File: src/safe_stop_consts.svh
// offsets, bit positions, mode codes and reset values for the safe stop supervisor
`ifndef SAFE_STOP_CONSTS_SVH
`define SAFE_STOP_CONSTS_SVH

`define ADDR_W 8
`define OFS_CONTROL 8'h00
`define OFS_ALARM_PRIMARY 8'h04
`define OFS_ALARM_SECONDARY 8'h08
`define OFS_WARNING_PRIMARY 8'h0c
`define OFS_WARNING_SECONDARY 8'h10
`define OFS_IRQ_STATUS 8'h14
`define OFS_IRQ_MASK 8'h18
`define OFS_LIVE_STATUS 8'h1c

`define BIT_EVENT_FLAG 30
`define BIT_DANGER_FLAG 31
`define BIT_RESET_REQ 8

`define MODE_RESET 4'h2
`define MODE_SAFE_STOP_TRIP 4'h2
`define MODE_SAFE_STOP_WARN 4'h3
`define MODE_THERM_ONLY_TRIP 4'h4
`define MODE_THERM_ONLY_WARN 4'h5
`define MODE_COMBINED_TRIP 4'h6
`define MODE_COMBINED_WARN 4'h7
`define MODE_COMBINED_TRIP_WARN 4'h8
`define MODE_COMBINED_WARN_TRIP 4'h9

`define EV_SS_TRIP 0
`define EV_TH_TRIP 1
`define EV_DANGER 2
`define EV_SS_WARN 3
`define EV_TH_WARN 4
`define EV_COUNT 5
`define IRQ_MASK_RESET 5'h00

`define RESP_OKAY 2'b00
`define RESP_SLVERR 2'b10

`endif

File: src/safe_stop_pkg.sv
// types shared by both ends of the safe stop link
package safe_stop_pkg;
	typedef logic [3:0] mode_sel_t;
	typedef logic [4:0] event_vec_t;
	typedef logic [31:0] word_t;
endpackage

File: src/card_link.sv
// card to drive wires: terminal 37 and the logic-out line
`timescale 1ns/1ns
`default_nettype none
interface card_link;
	logic card_safe_stop_out;
	logic card_logic_out;
	modport card (output card_safe_stop_out, output card_logic_out);
	modport drive (input card_safe_stop_out, input card_logic_out);
endinterface
`default_nettype wire

File: src/safe_stop_supervisor.sv
// drive side supervisor: checks card lines, raises events, holds words, axi4-lite registers
// How it works
// - bit 30 events, bit 31 dangerous failure
// - events 68/71 warn or trip, 72 lock
// - trips never cleared by automatic reset
// - safe stop trip: terminal high, then reset
// - safe stop warning clears when input released
// - thermistor trip: both lines idle, then reset
// - warning modes restart motor automatically
// - logic-out without terminal 37: dangerous, modes 4-9
// - modes 4/5: terminal without logic-out dangerous
// - modes 6-9: terminal 37 alone is legitimate
// - modes 2/3 ignore logic-out, honour terminal
// - card drives terminal low on contact open
// - logic-out input not also thermistor resource
// - on fault card lowers terminal, raises logic-out
// - combined modes accept emergency stop source
`timescale 1ns/1ns
`default_nettype none
`include "safe_stop_consts.svh"
module safe_stop_supervisor
	import safe_stop_pkg::*;
(
	input wire logic ref_clk,
	input wire logic sys_rst,
	card_link.drive link,
	input wire logic estop_active,
	input wire logic reset_key,
	input wire logic reset_din,
	output logic motor_run_enable,
	output logic irq,
	input wire logic [7:0] s_axi_awaddr,
	input wire logic s_axi_awvalid,
	output logic s_axi_awready,
	input wire logic [31:0] s_axi_wdata,
	input wire logic [3:0] s_axi_wstrb,
	input wire logic s_axi_wvalid,
	output logic s_axi_wready,
	output logic [1:0] s_axi_bresp,
	output logic s_axi_bvalid,
	input wire logic s_axi_bready,
	input wire logic [7:0] s_axi_araddr,
	input wire logic s_axi_arvalid,
	output logic s_axi_arready,
	output logic [31:0] s_axi_rdata,
	output logic [1:0] s_axi_rresp,
	output logic s_axi_rvalid,
	input wire logic s_axi_rready
);
	logic [1:0] raw_in;
	logic [1:0] sync_a;
	logic [1:0] sync_b;
	mode_sel_t mode;
	logic bus_reset_req;
	logic reset_req;
	logic t37_active;
	logic lo_active;
	logic therm_mode;
	logic sole_mode;
	logic ss_warn_type;
	logic th_warn_type;
	logic danger_cond;
	logic therm_cond;
	logic ss_cond;
	logic ss_trip;
	logic th_trip;
	logic danger_lock;
	logic ss_warn;
	logic th_warn;
	event_vec_t flags;
	event_vec_t flags_prev;
	event_vec_t events;
	event_vec_t irq_status;
	event_vec_t irq_mask;
	event_vec_t irq_clear;
	logic wr_fire;
	logic rd_fire;
	logic wr_hit;
	word_t next_rdata;
	logic next_rd_err;

	// two-flop synchronisers, terminal 37 idles high, logic-out idles low
	assign raw_in = {link.card_logic_out, link.card_safe_stop_out};
	genvar gi;
	generate
		for (gi = 0; gi < 2; gi++) begin : g_sync
			always_ff @(posedge ref_clk or posedge sys_rst) begin
				if (sys_rst) begin
					sync_a[gi] <= (gi == 0) ? 1'b1 : 1'b0;
					sync_b[gi] <= (gi == 0) ? 1'b1 : 1'b0;
				end else begin
					sync_a[gi] <= raw_in[gi];
					sync_b[gi] <= sync_a[gi];
				end
			end
		end
	endgenerate

	// terminal 37 is active low; emergency stop is a second source
	assign t37_active = ~sync_b[0] | estop_active;
	assign lo_active = sync_b[1];

	// mode classes
	assign therm_mode = (mode >= `MODE_THERM_ONLY_TRIP) && (mode <= `MODE_COMBINED_WARN_TRIP);
	assign sole_mode = (mode == `MODE_THERM_ONLY_TRIP) || (mode == `MODE_THERM_ONLY_WARN);
	assign ss_warn_type = (mode == `MODE_SAFE_STOP_WARN) || (mode == `MODE_COMBINED_WARN)
		|| (mode == `MODE_COMBINED_TRIP_WARN);
	assign th_warn_type = (mode == `MODE_THERM_ONLY_WARN) || (mode == `MODE_COMBINED_WARN)
		|| (mode == `MODE_COMBINED_WARN_TRIP);

	// combination checks on synchronised card values and the unsynchronised emergency stop input
	always_comb begin
		danger_cond = 1'b0;
		if (therm_mode && lo_active && !t37_active) begin
			danger_cond = 1'b1;
		end
		if (sole_mode && t37_active && !lo_active) begin
			danger_cond = 1'b1;
		end
	end
	// logic-out only counts in thermistor modes, otherwise ignored
	assign therm_cond = therm_mode && lo_active && t37_active;
	// terminal 37 alone is a plain safe stop outside sole modes
	assign ss_cond = t37_active && !therm_cond && !sole_mode;

	// reset request from key, digital input or bus
	assign reset_req = reset_key | reset_din | bus_reset_req;

	// safe stop trip: needs terminal 37 released, then a reset request
	always_ff @(posedge ref_clk or posedge sys_rst) begin
		if (sys_rst) begin
			ss_trip <= 1'b0;
		end else if (ss_cond && !ss_warn_type) begin
			ss_trip <= 1'b1;
		end else if (reset_req && !t37_active) begin
			ss_trip <= 1'b0;
		end
	end

	// thermistor trip: terminal high and logic-out idle before reset
	always_ff @(posedge ref_clk or posedge sys_rst) begin
		if (sys_rst) begin
			th_trip <= 1'b0;
		end else if (therm_cond && !th_warn_type) begin
			th_trip <= 1'b1;
		end else if (reset_req && !t37_active && !lo_active) begin
			th_trip <= 1'b0;
		end
	end

	// dangerous failure is always a trip lock
	always_ff @(posedge ref_clk or posedge sys_rst) begin
		if (sys_rst) begin
			danger_lock <= 1'b0;
		end else if (danger_cond) begin
			danger_lock <= 1'b1;
		end else if (reset_req && !t37_active && !lo_active) begin
			danger_lock <= 1'b0;
		end
	end

	// warnings follow their condition, no reset needed
	always_ff @(posedge ref_clk or posedge sys_rst) begin
		if (sys_rst) begin
			ss_warn <= 1'b0;
			th_warn <= 1'b0;
		end else begin
			ss_warn <= ss_cond && ss_warn_type;
			th_warn <= therm_cond && th_warn_type;
		end
	end

	// motor runs again once nothing holds it
	always_ff @(posedge ref_clk or posedge sys_rst) begin
		if (sys_rst) begin
			motor_run_enable <= 1'b0;
		end else begin
			motor_run_enable <= !(t37_active || danger_cond || ss_trip || th_trip
				|| danger_lock);
		end
	end

	// sticky interrupt status, set wins over clear
	assign flags = {th_warn, ss_warn, danger_lock, th_trip, ss_trip};
	assign events = flags & ~flags_prev;
	always_ff @(posedge ref_clk or posedge sys_rst) begin
		if (sys_rst) begin
			flags_prev <= '0;
			irq_status <= '0;
			irq <= 1'b0;
		end else begin
			flags_prev <= flags;
			irq_status <= (irq_status & ~irq_clear) | events;
			irq <= |(irq_status & irq_mask);
		end
	end

	// write channel: address and data taken together
	assign s_axi_awready = s_axi_awvalid && s_axi_wvalid && !s_axi_bvalid;
	assign s_axi_wready = s_axi_awready;
	assign wr_fire = s_axi_awready;
	assign wr_hit = (s_axi_awaddr == `OFS_CONTROL) || (s_axi_awaddr == `OFS_IRQ_STATUS)
		|| (s_axi_awaddr == `OFS_IRQ_MASK);
	assign bus_reset_req = wr_fire && (s_axi_awaddr == `OFS_CONTROL) && s_axi_wstrb[1]
		&& s_axi_wdata[`BIT_RESET_REQ];
	assign irq_clear = (wr_fire && (s_axi_awaddr == `OFS_IRQ_STATUS) && s_axi_wstrb[0])
		? s_axi_wdata[`EV_COUNT-1:0] : '0;

	always_ff @(posedge ref_clk or posedge sys_rst) begin
		if (sys_rst) begin
			mode <= `MODE_RESET;
			irq_mask <= `IRQ_MASK_RESET;
		end else if (wr_fire && s_axi_wstrb[0]) begin
			if (s_axi_awaddr == `OFS_CONTROL) begin
				mode <= s_axi_wdata[3:0];
			end
			if (s_axi_awaddr == `OFS_IRQ_MASK) begin
				irq_mask <= s_axi_wdata[`EV_COUNT-1:0];
			end
		end
	end

	always_ff @(posedge ref_clk or posedge sys_rst) begin
		if (sys_rst) begin
			s_axi_bvalid <= 1'b0;
			s_axi_bresp <= `RESP_OKAY;
		end else if (wr_fire) begin
			s_axi_bvalid <= 1'b1;
			s_axi_bresp <= wr_hit ? `RESP_OKAY : `RESP_SLVERR;
		end else if (s_axi_bready) begin
			s_axi_bvalid <= 1'b0;
		end
	end

	// read channel and register words
	assign s_axi_arready = !s_axi_rvalid;
	assign rd_fire = s_axi_arvalid && s_axi_arready;
	always_comb begin
		next_rdata = '0;
		next_rd_err = 1'b0;
		case (s_axi_araddr)
			`OFS_CONTROL: next_rdata[3:0] = mode;
			`OFS_ALARM_PRIMARY: next_rdata[`BIT_EVENT_FLAG] = ss_trip;
			`OFS_ALARM_SECONDARY: begin
				next_rdata[`BIT_EVENT_FLAG] = th_trip;
				next_rdata[`BIT_DANGER_FLAG] = danger_lock;
			end
			`OFS_WARNING_PRIMARY: next_rdata[`BIT_EVENT_FLAG] = ss_warn;
			`OFS_WARNING_SECONDARY: next_rdata[`BIT_EVENT_FLAG] = th_warn;
			`OFS_IRQ_STATUS: next_rdata[`EV_COUNT-1:0] = irq_status;
			`OFS_IRQ_MASK: next_rdata[`EV_COUNT-1:0] = irq_mask;
			`OFS_LIVE_STATUS: next_rdata[2:0] = {motor_run_enable, lo_active, t37_active};
			default: next_rd_err = 1'b1;
		endcase
	end

	always_ff @(posedge ref_clk or posedge sys_rst) begin
		if (sys_rst) begin
			s_axi_rvalid <= 1'b0;
			s_axi_rdata <= '0;
			s_axi_rresp <= `RESP_OKAY;
		end else if (rd_fire) begin
			s_axi_rvalid <= 1'b1;
			s_axi_rdata <= next_rdata;
			s_axi_rresp <= next_rd_err ? `RESP_SLVERR : `RESP_OKAY;
		end else if (s_axi_rready) begin
			s_axi_rvalid <= 1'b0;
		end
	end
endmodule
`default_nettype wire

File: src/flat_wrapper.sv
// flat-port wrapper written by rule: the top's interface ports become plain ports
module safe_stop_supervisor_flat import safe_stop_pkg::*;
  (ref_clk, sys_rst, estop_active, reset_key, reset_din, motor_run_enable, irq, s_axi_awaddr, s_axi_awvalid, s_axi_awready, s_axi_wdata, s_axi_wstrb, s_axi_wvalid, s_axi_wready, s_axi_bresp, s_axi_bvalid, s_axi_bready, s_axi_araddr, s_axi_arvalid, s_axi_arready, s_axi_rdata, s_axi_rresp, s_axi_rvalid, s_axi_rready, link_card_safe_stop_out, link_card_logic_out);
  card_link link_i ();
  input wire logic ref_clk;
  input wire logic sys_rst;
  input wire logic estop_active;
  input wire logic reset_key;
  input wire logic reset_din;
  output logic motor_run_enable;
  output logic irq;
  input wire logic [7:0] s_axi_awaddr;
  input wire logic s_axi_awvalid;
  output logic s_axi_awready;
  input wire logic [31:0] s_axi_wdata;
  input wire logic [3:0] s_axi_wstrb;
  input wire logic s_axi_wvalid;
  output logic s_axi_wready;
  output logic [1:0] s_axi_bresp;
  output logic s_axi_bvalid;
  input wire logic s_axi_bready;
  input wire logic [7:0] s_axi_araddr;
  input wire logic s_axi_arvalid;
  output logic s_axi_arready;
  output logic [31:0] s_axi_rdata;
  output logic [1:0] s_axi_rresp;
  output logic s_axi_rvalid;
  input wire logic s_axi_rready;
  input wire logic [$bits(link_i.card_safe_stop_out)-1:0] link_card_safe_stop_out;
  input wire logic [$bits(link_i.card_logic_out)-1:0] link_card_logic_out;
  assign link_i.card_safe_stop_out = link_card_safe_stop_out;
  assign link_i.card_logic_out = link_card_logic_out;
  safe_stop_supervisor u_core (.ref_clk(ref_clk), .sys_rst(sys_rst), .link(link_i), .estop_active(estop_active), .reset_key(reset_key), .reset_din(reset_din), .motor_run_enable(motor_run_enable), .irq(irq), .s_axi_awaddr(s_axi_awaddr), .s_axi_awvalid(s_axi_awvalid), .s_axi_awready(s_axi_awready), .s_axi_wdata(s_axi_wdata), .s_axi_wstrb(s_axi_wstrb), .s_axi_wvalid(s_axi_wvalid), .s_axi_wready(s_axi_wready), .s_axi_bresp(s_axi_bresp), .s_axi_bvalid(s_axi_bvalid), .s_axi_bready(s_axi_bready), .s_axi_araddr(s_axi_araddr), .s_axi_arvalid(s_axi_arvalid), .s_axi_arready(s_axi_arready), .s_axi_rdata(s_axi_rdata), .s_axi_rresp(s_axi_rresp), .s_axi_rvalid(s_axi_rvalid), .s_axi_rready(s_axi_rready));
endmodule
File: config.mk
export PLATFORM = sky130hd
export DESIGN_NAME = safe_stop_supervisor_flat
export DESIGN_NICKNAME = d
export VERILOG_FILES = /design/src/safe_stop_pkg.sv /design/src/card_link.sv /design/src/safe_stop_supervisor.sv /design/src/flat_wrapper.sv
export VERILOG_INCLUDE_DIRS = /design/src
export SDC_FILE = /design/constraint.sdc
export NUM_CORES = 1
export LEC_CHECK = 0
export BUFFER_PORTS_ARGS = -buffer_cell sky130_fd_sc_hd__buf_2
export CELL_PAD_IN_SITES_DETAIL_PLACEMENT = 1
export CELL_PAD_IN_SITES_GLOBAL_PLACEMENT = 2
export CORE_MARGIN = 4
export CORE_UTILIZATION = 29
export CTS_BUF_LIST = sky130_fd_sc_hd__clkbuf_8
export CTS_CLUSTER_SIZE = 16
export DETAILED_ROUTE_END_ITERATION = 7
export PLACE_DENSITY = 0.83
export SYNTH_ARGS = -nofsm -noshare
export SYNTH_HDL_FRONTEND = slang
export SYNTH_SLANG_ARGS = --single-unit
File: constraint.sdc
create_clock -name ref_clk -period 2.7 [get_ports ref_clk]
set_input_delay 0.135 -clock ref_clk [delete_from_list [all_inputs] [get_ports ref_clk]]
set_output_delay 0.135 -clock ref_clk [all_outputs]
set_load 0.03 [all_outputs]
==> metrics.yaml <==
syn_area_um2: 2130
crit_arrival_ns: 2.04
design_area_um2: 2530
htreeDepth: 2
cts_made_buffers: 5
placed_cell_area_um2: 2390
avgViaCountPerCell: 4.42
hpwl_mm: 3.84
yosys.area.top_type_share_pct: 44.5
die_y_um: 93.8
synth.most_common_cell: "dfrtp_1"
drv_slew: 0
clock.fmax_mhz: 538
die_w_um: 93.8
synth-seq-cells: 41
worstPathRequired_ns: 2.88
worst-path-max-fanout: 7
cts_setup_buffers: 0
cts_tree: "built"
drt_iter0_drc: 39
holdPathStages: 2
p_leak_nw: 1.25
detail-route-antenna-nets: 0
synthFlopType: "dfrtp_1"
crit_type: "register to register"
clockBufferDepth: 2
drt-met1-wl_mm: 2.28
antennaDiodeCount: 0
worstSkewPairLatency_ns: 0.29
tightest_slew_ns: 0.908
ys_top_cells_by_count: "38 x dfrtp_1, 28 x buf_4, 11 x inv_1, 11 x nand2_1, 11 x nor2_1"
gr-total-overflow: 0
grt_use_total_pct: 11.8
regToRegSetupSlack_ns: 0.84
drc: 0
highest-signal-layer: "met4"
syn2layout_area_growth_pct: 18.5
status: "finished clean"
setup_ws_ns: 0.843
netlist_top_cells_area: "dfrtp_1 45%, buf_4 9.8%, dfstp_2 3.7%, mux2_4 3.5%, a22o_1 2.9%"
antenna_found_initial: 0
initial_core_util_pct: 29.6
drt_wl_total_mm: 4.84
clock-sinks: 41
layout_min_cycle_time_ns: 1.86
synth_edf_count: 0
place_ws_ns: 0.679
grt_pass1_vias: 1640
layout.nets: 322
clockRootBuffer: "clkbuf_8"
relSlewSlack_pct: 39.4
multi_input_area_um2: 928
gp_congestion: 0.787
peakVddDrop_uv: 246
post_drt_wl_per_cell_um: 13.5
route.met3.wl_um: 372
grt_max_degree: 24
core-area_um2: 7210
slowest_stage: "nor4b_4"
max_stage_delay_ns: 0.52
clk_pin_slew_ns: 0.07
rows: 31
seqCellArea_um2: 1030
yosysSeqAreaShare_pct: 48.2
fin_crit_sh_pct: 68.8
syn_area_per_cell_um2: 10.5
fin_setup_tns_ns: 0
rsz0062_at_grt: "false"
num_vias: 1583
drv_cap: 0
setup_viol: 0
hp-class: "primary input to register"
fin_skew_ns: 0.00154
nFillCells: 830
async_reset_ff_share_pct: 100
final_core_util_pct: 35.1
yosys.area.top_type: "dfrtp_1"
syn_inst: 204
end_kind: "register"
pwr_density_cell_nw_per_um2: 547
synthDistinctLibCells: 48
portBuffers: 51
drive_gt1_share_pct: 28.6
yosysWarnings: 0
io_pins: 107
grt_pass1_wl_mm: 8.05
route.met2.wl_mm: 2.11
cp_cell_sequence: "nand3b_1 > nor4b_4 > nand3_4 > mux2_4"
final_hold_viol_count: 0
reg2reg_depth: 4
die_area_um2: 8800
crit_path_start_kind: "register"
drt-pass1-iter-count: 4
[per-layer routing]
layer  vias up  track usage [%]
li1        764                -
met1       748             16.2
met3         7             2.80
met2        64             18.0
met5         -                0
met4         0             4.09
[cell type report]
type                    count  area share, %
repair buffers             55           11.5
clock buffers               6           3.26
flip-flops and latches     41           40.7
inverters                  11           1.63
well taps                  99           4.90
clock inverters             2           1.34
multi-input cells         144           36.7
[cells by family after synthesis]
group,count (synthesis),synth area share (%)
simple gates,58,16.1
buf+inv,45,12.8
compound gates,44,14.2
flops,41,48.2
mux,14,8.03
xor+xnor,1,0.410
other cells,1,0.176
[final timing paths]
kind | start | end
setup / recovery | u_core.s_axi_bvalid | u_core.irq_mask[1]
hold / removal | s_axi_bready | u_core.s_axi_bvalid
setup reg to reg | u_core.s_axi_bvalid | u_core.irq_mask[1]
hold reg to reg | u_core.sync_a[1] | u_core.lo_active
max in group asynchronous | sys_rst | u_core.flags_prev[1]
min in group asynchronous | sys_rst | u_core.irq_status[4]
[where the power goes]
part / internal (mW) / total, mW / switching (mW)
clock: 0.298 / 0.505 / 0.207
sequential: 0.647 / 0.677 / 0.0301
combinational: 0.0652 / 0.203 / 0.138
total: 1.01 / 1.39 / 0.376
[metrics by stage]
step | hold WS, ns | total power, mW | std cells
6_report | 0.0120 | 1.39 | 358
5_1_grt | 0.00686 | 1.46 | 358
4_1_cts | 0.00764 | 1.41 | 358
3_5_place_dp | 0.242 | 0.891 | 348
3_3_place_gp | 0.240 | 0.884 | 348
2_1_floorplan | 0.139 | 0.853 | 230
[what timing repair did]
item | in CTS | in global routing
endpoints found under the hold margin | 2 | 0
hold buffers | 2 | 0
gates resized for setup | 0 | 0
[state kept, by name, indices dropped and copies added (netlist names), 2 cells and up]
register and flops:
u_core.flags_prev 5, u_core.irq_mask 5, u_core.irq_status 5, u_core.mode 4, u_core.s_axi_rdata 7, u_core.sync_a 2
[layout by cell type (no fill, tap or decap), types with 2 or more instances in the layout]
cell and instances:
mux2_1 4, dfstp_2 3, a22oi_1 4, nor2_1 11, o21ai_0 4, a31oi_1 2
mux2_4 5, nand2b_1 3, conb_1 27, o21a_1 2, nand2_1 11, or3_1 2
nor3_1 3, inv_1 12, nand3b_1 2, nor2b_1 7, buf_4 2, a22o_1 7
dfrtp_1 38, o21ai_1 8, nand3_1 7, a21oi_1 5, clkbuf_8 6, buf_2 51
dlygate4sd3_1 2, or4_1 2, o2bb2ai_1 3, mux2i_1 4
[worst max-delay path, delay by kind of cell, from the launching register on]
kind | cells | cell delay, ns
AND/OR/NAND/NOR | 3 | 0.99
flip-flops | 1 | 0.41
multiplexers | 1 | 0.34
Note: power is estimated with default switching activity, not from simulation.
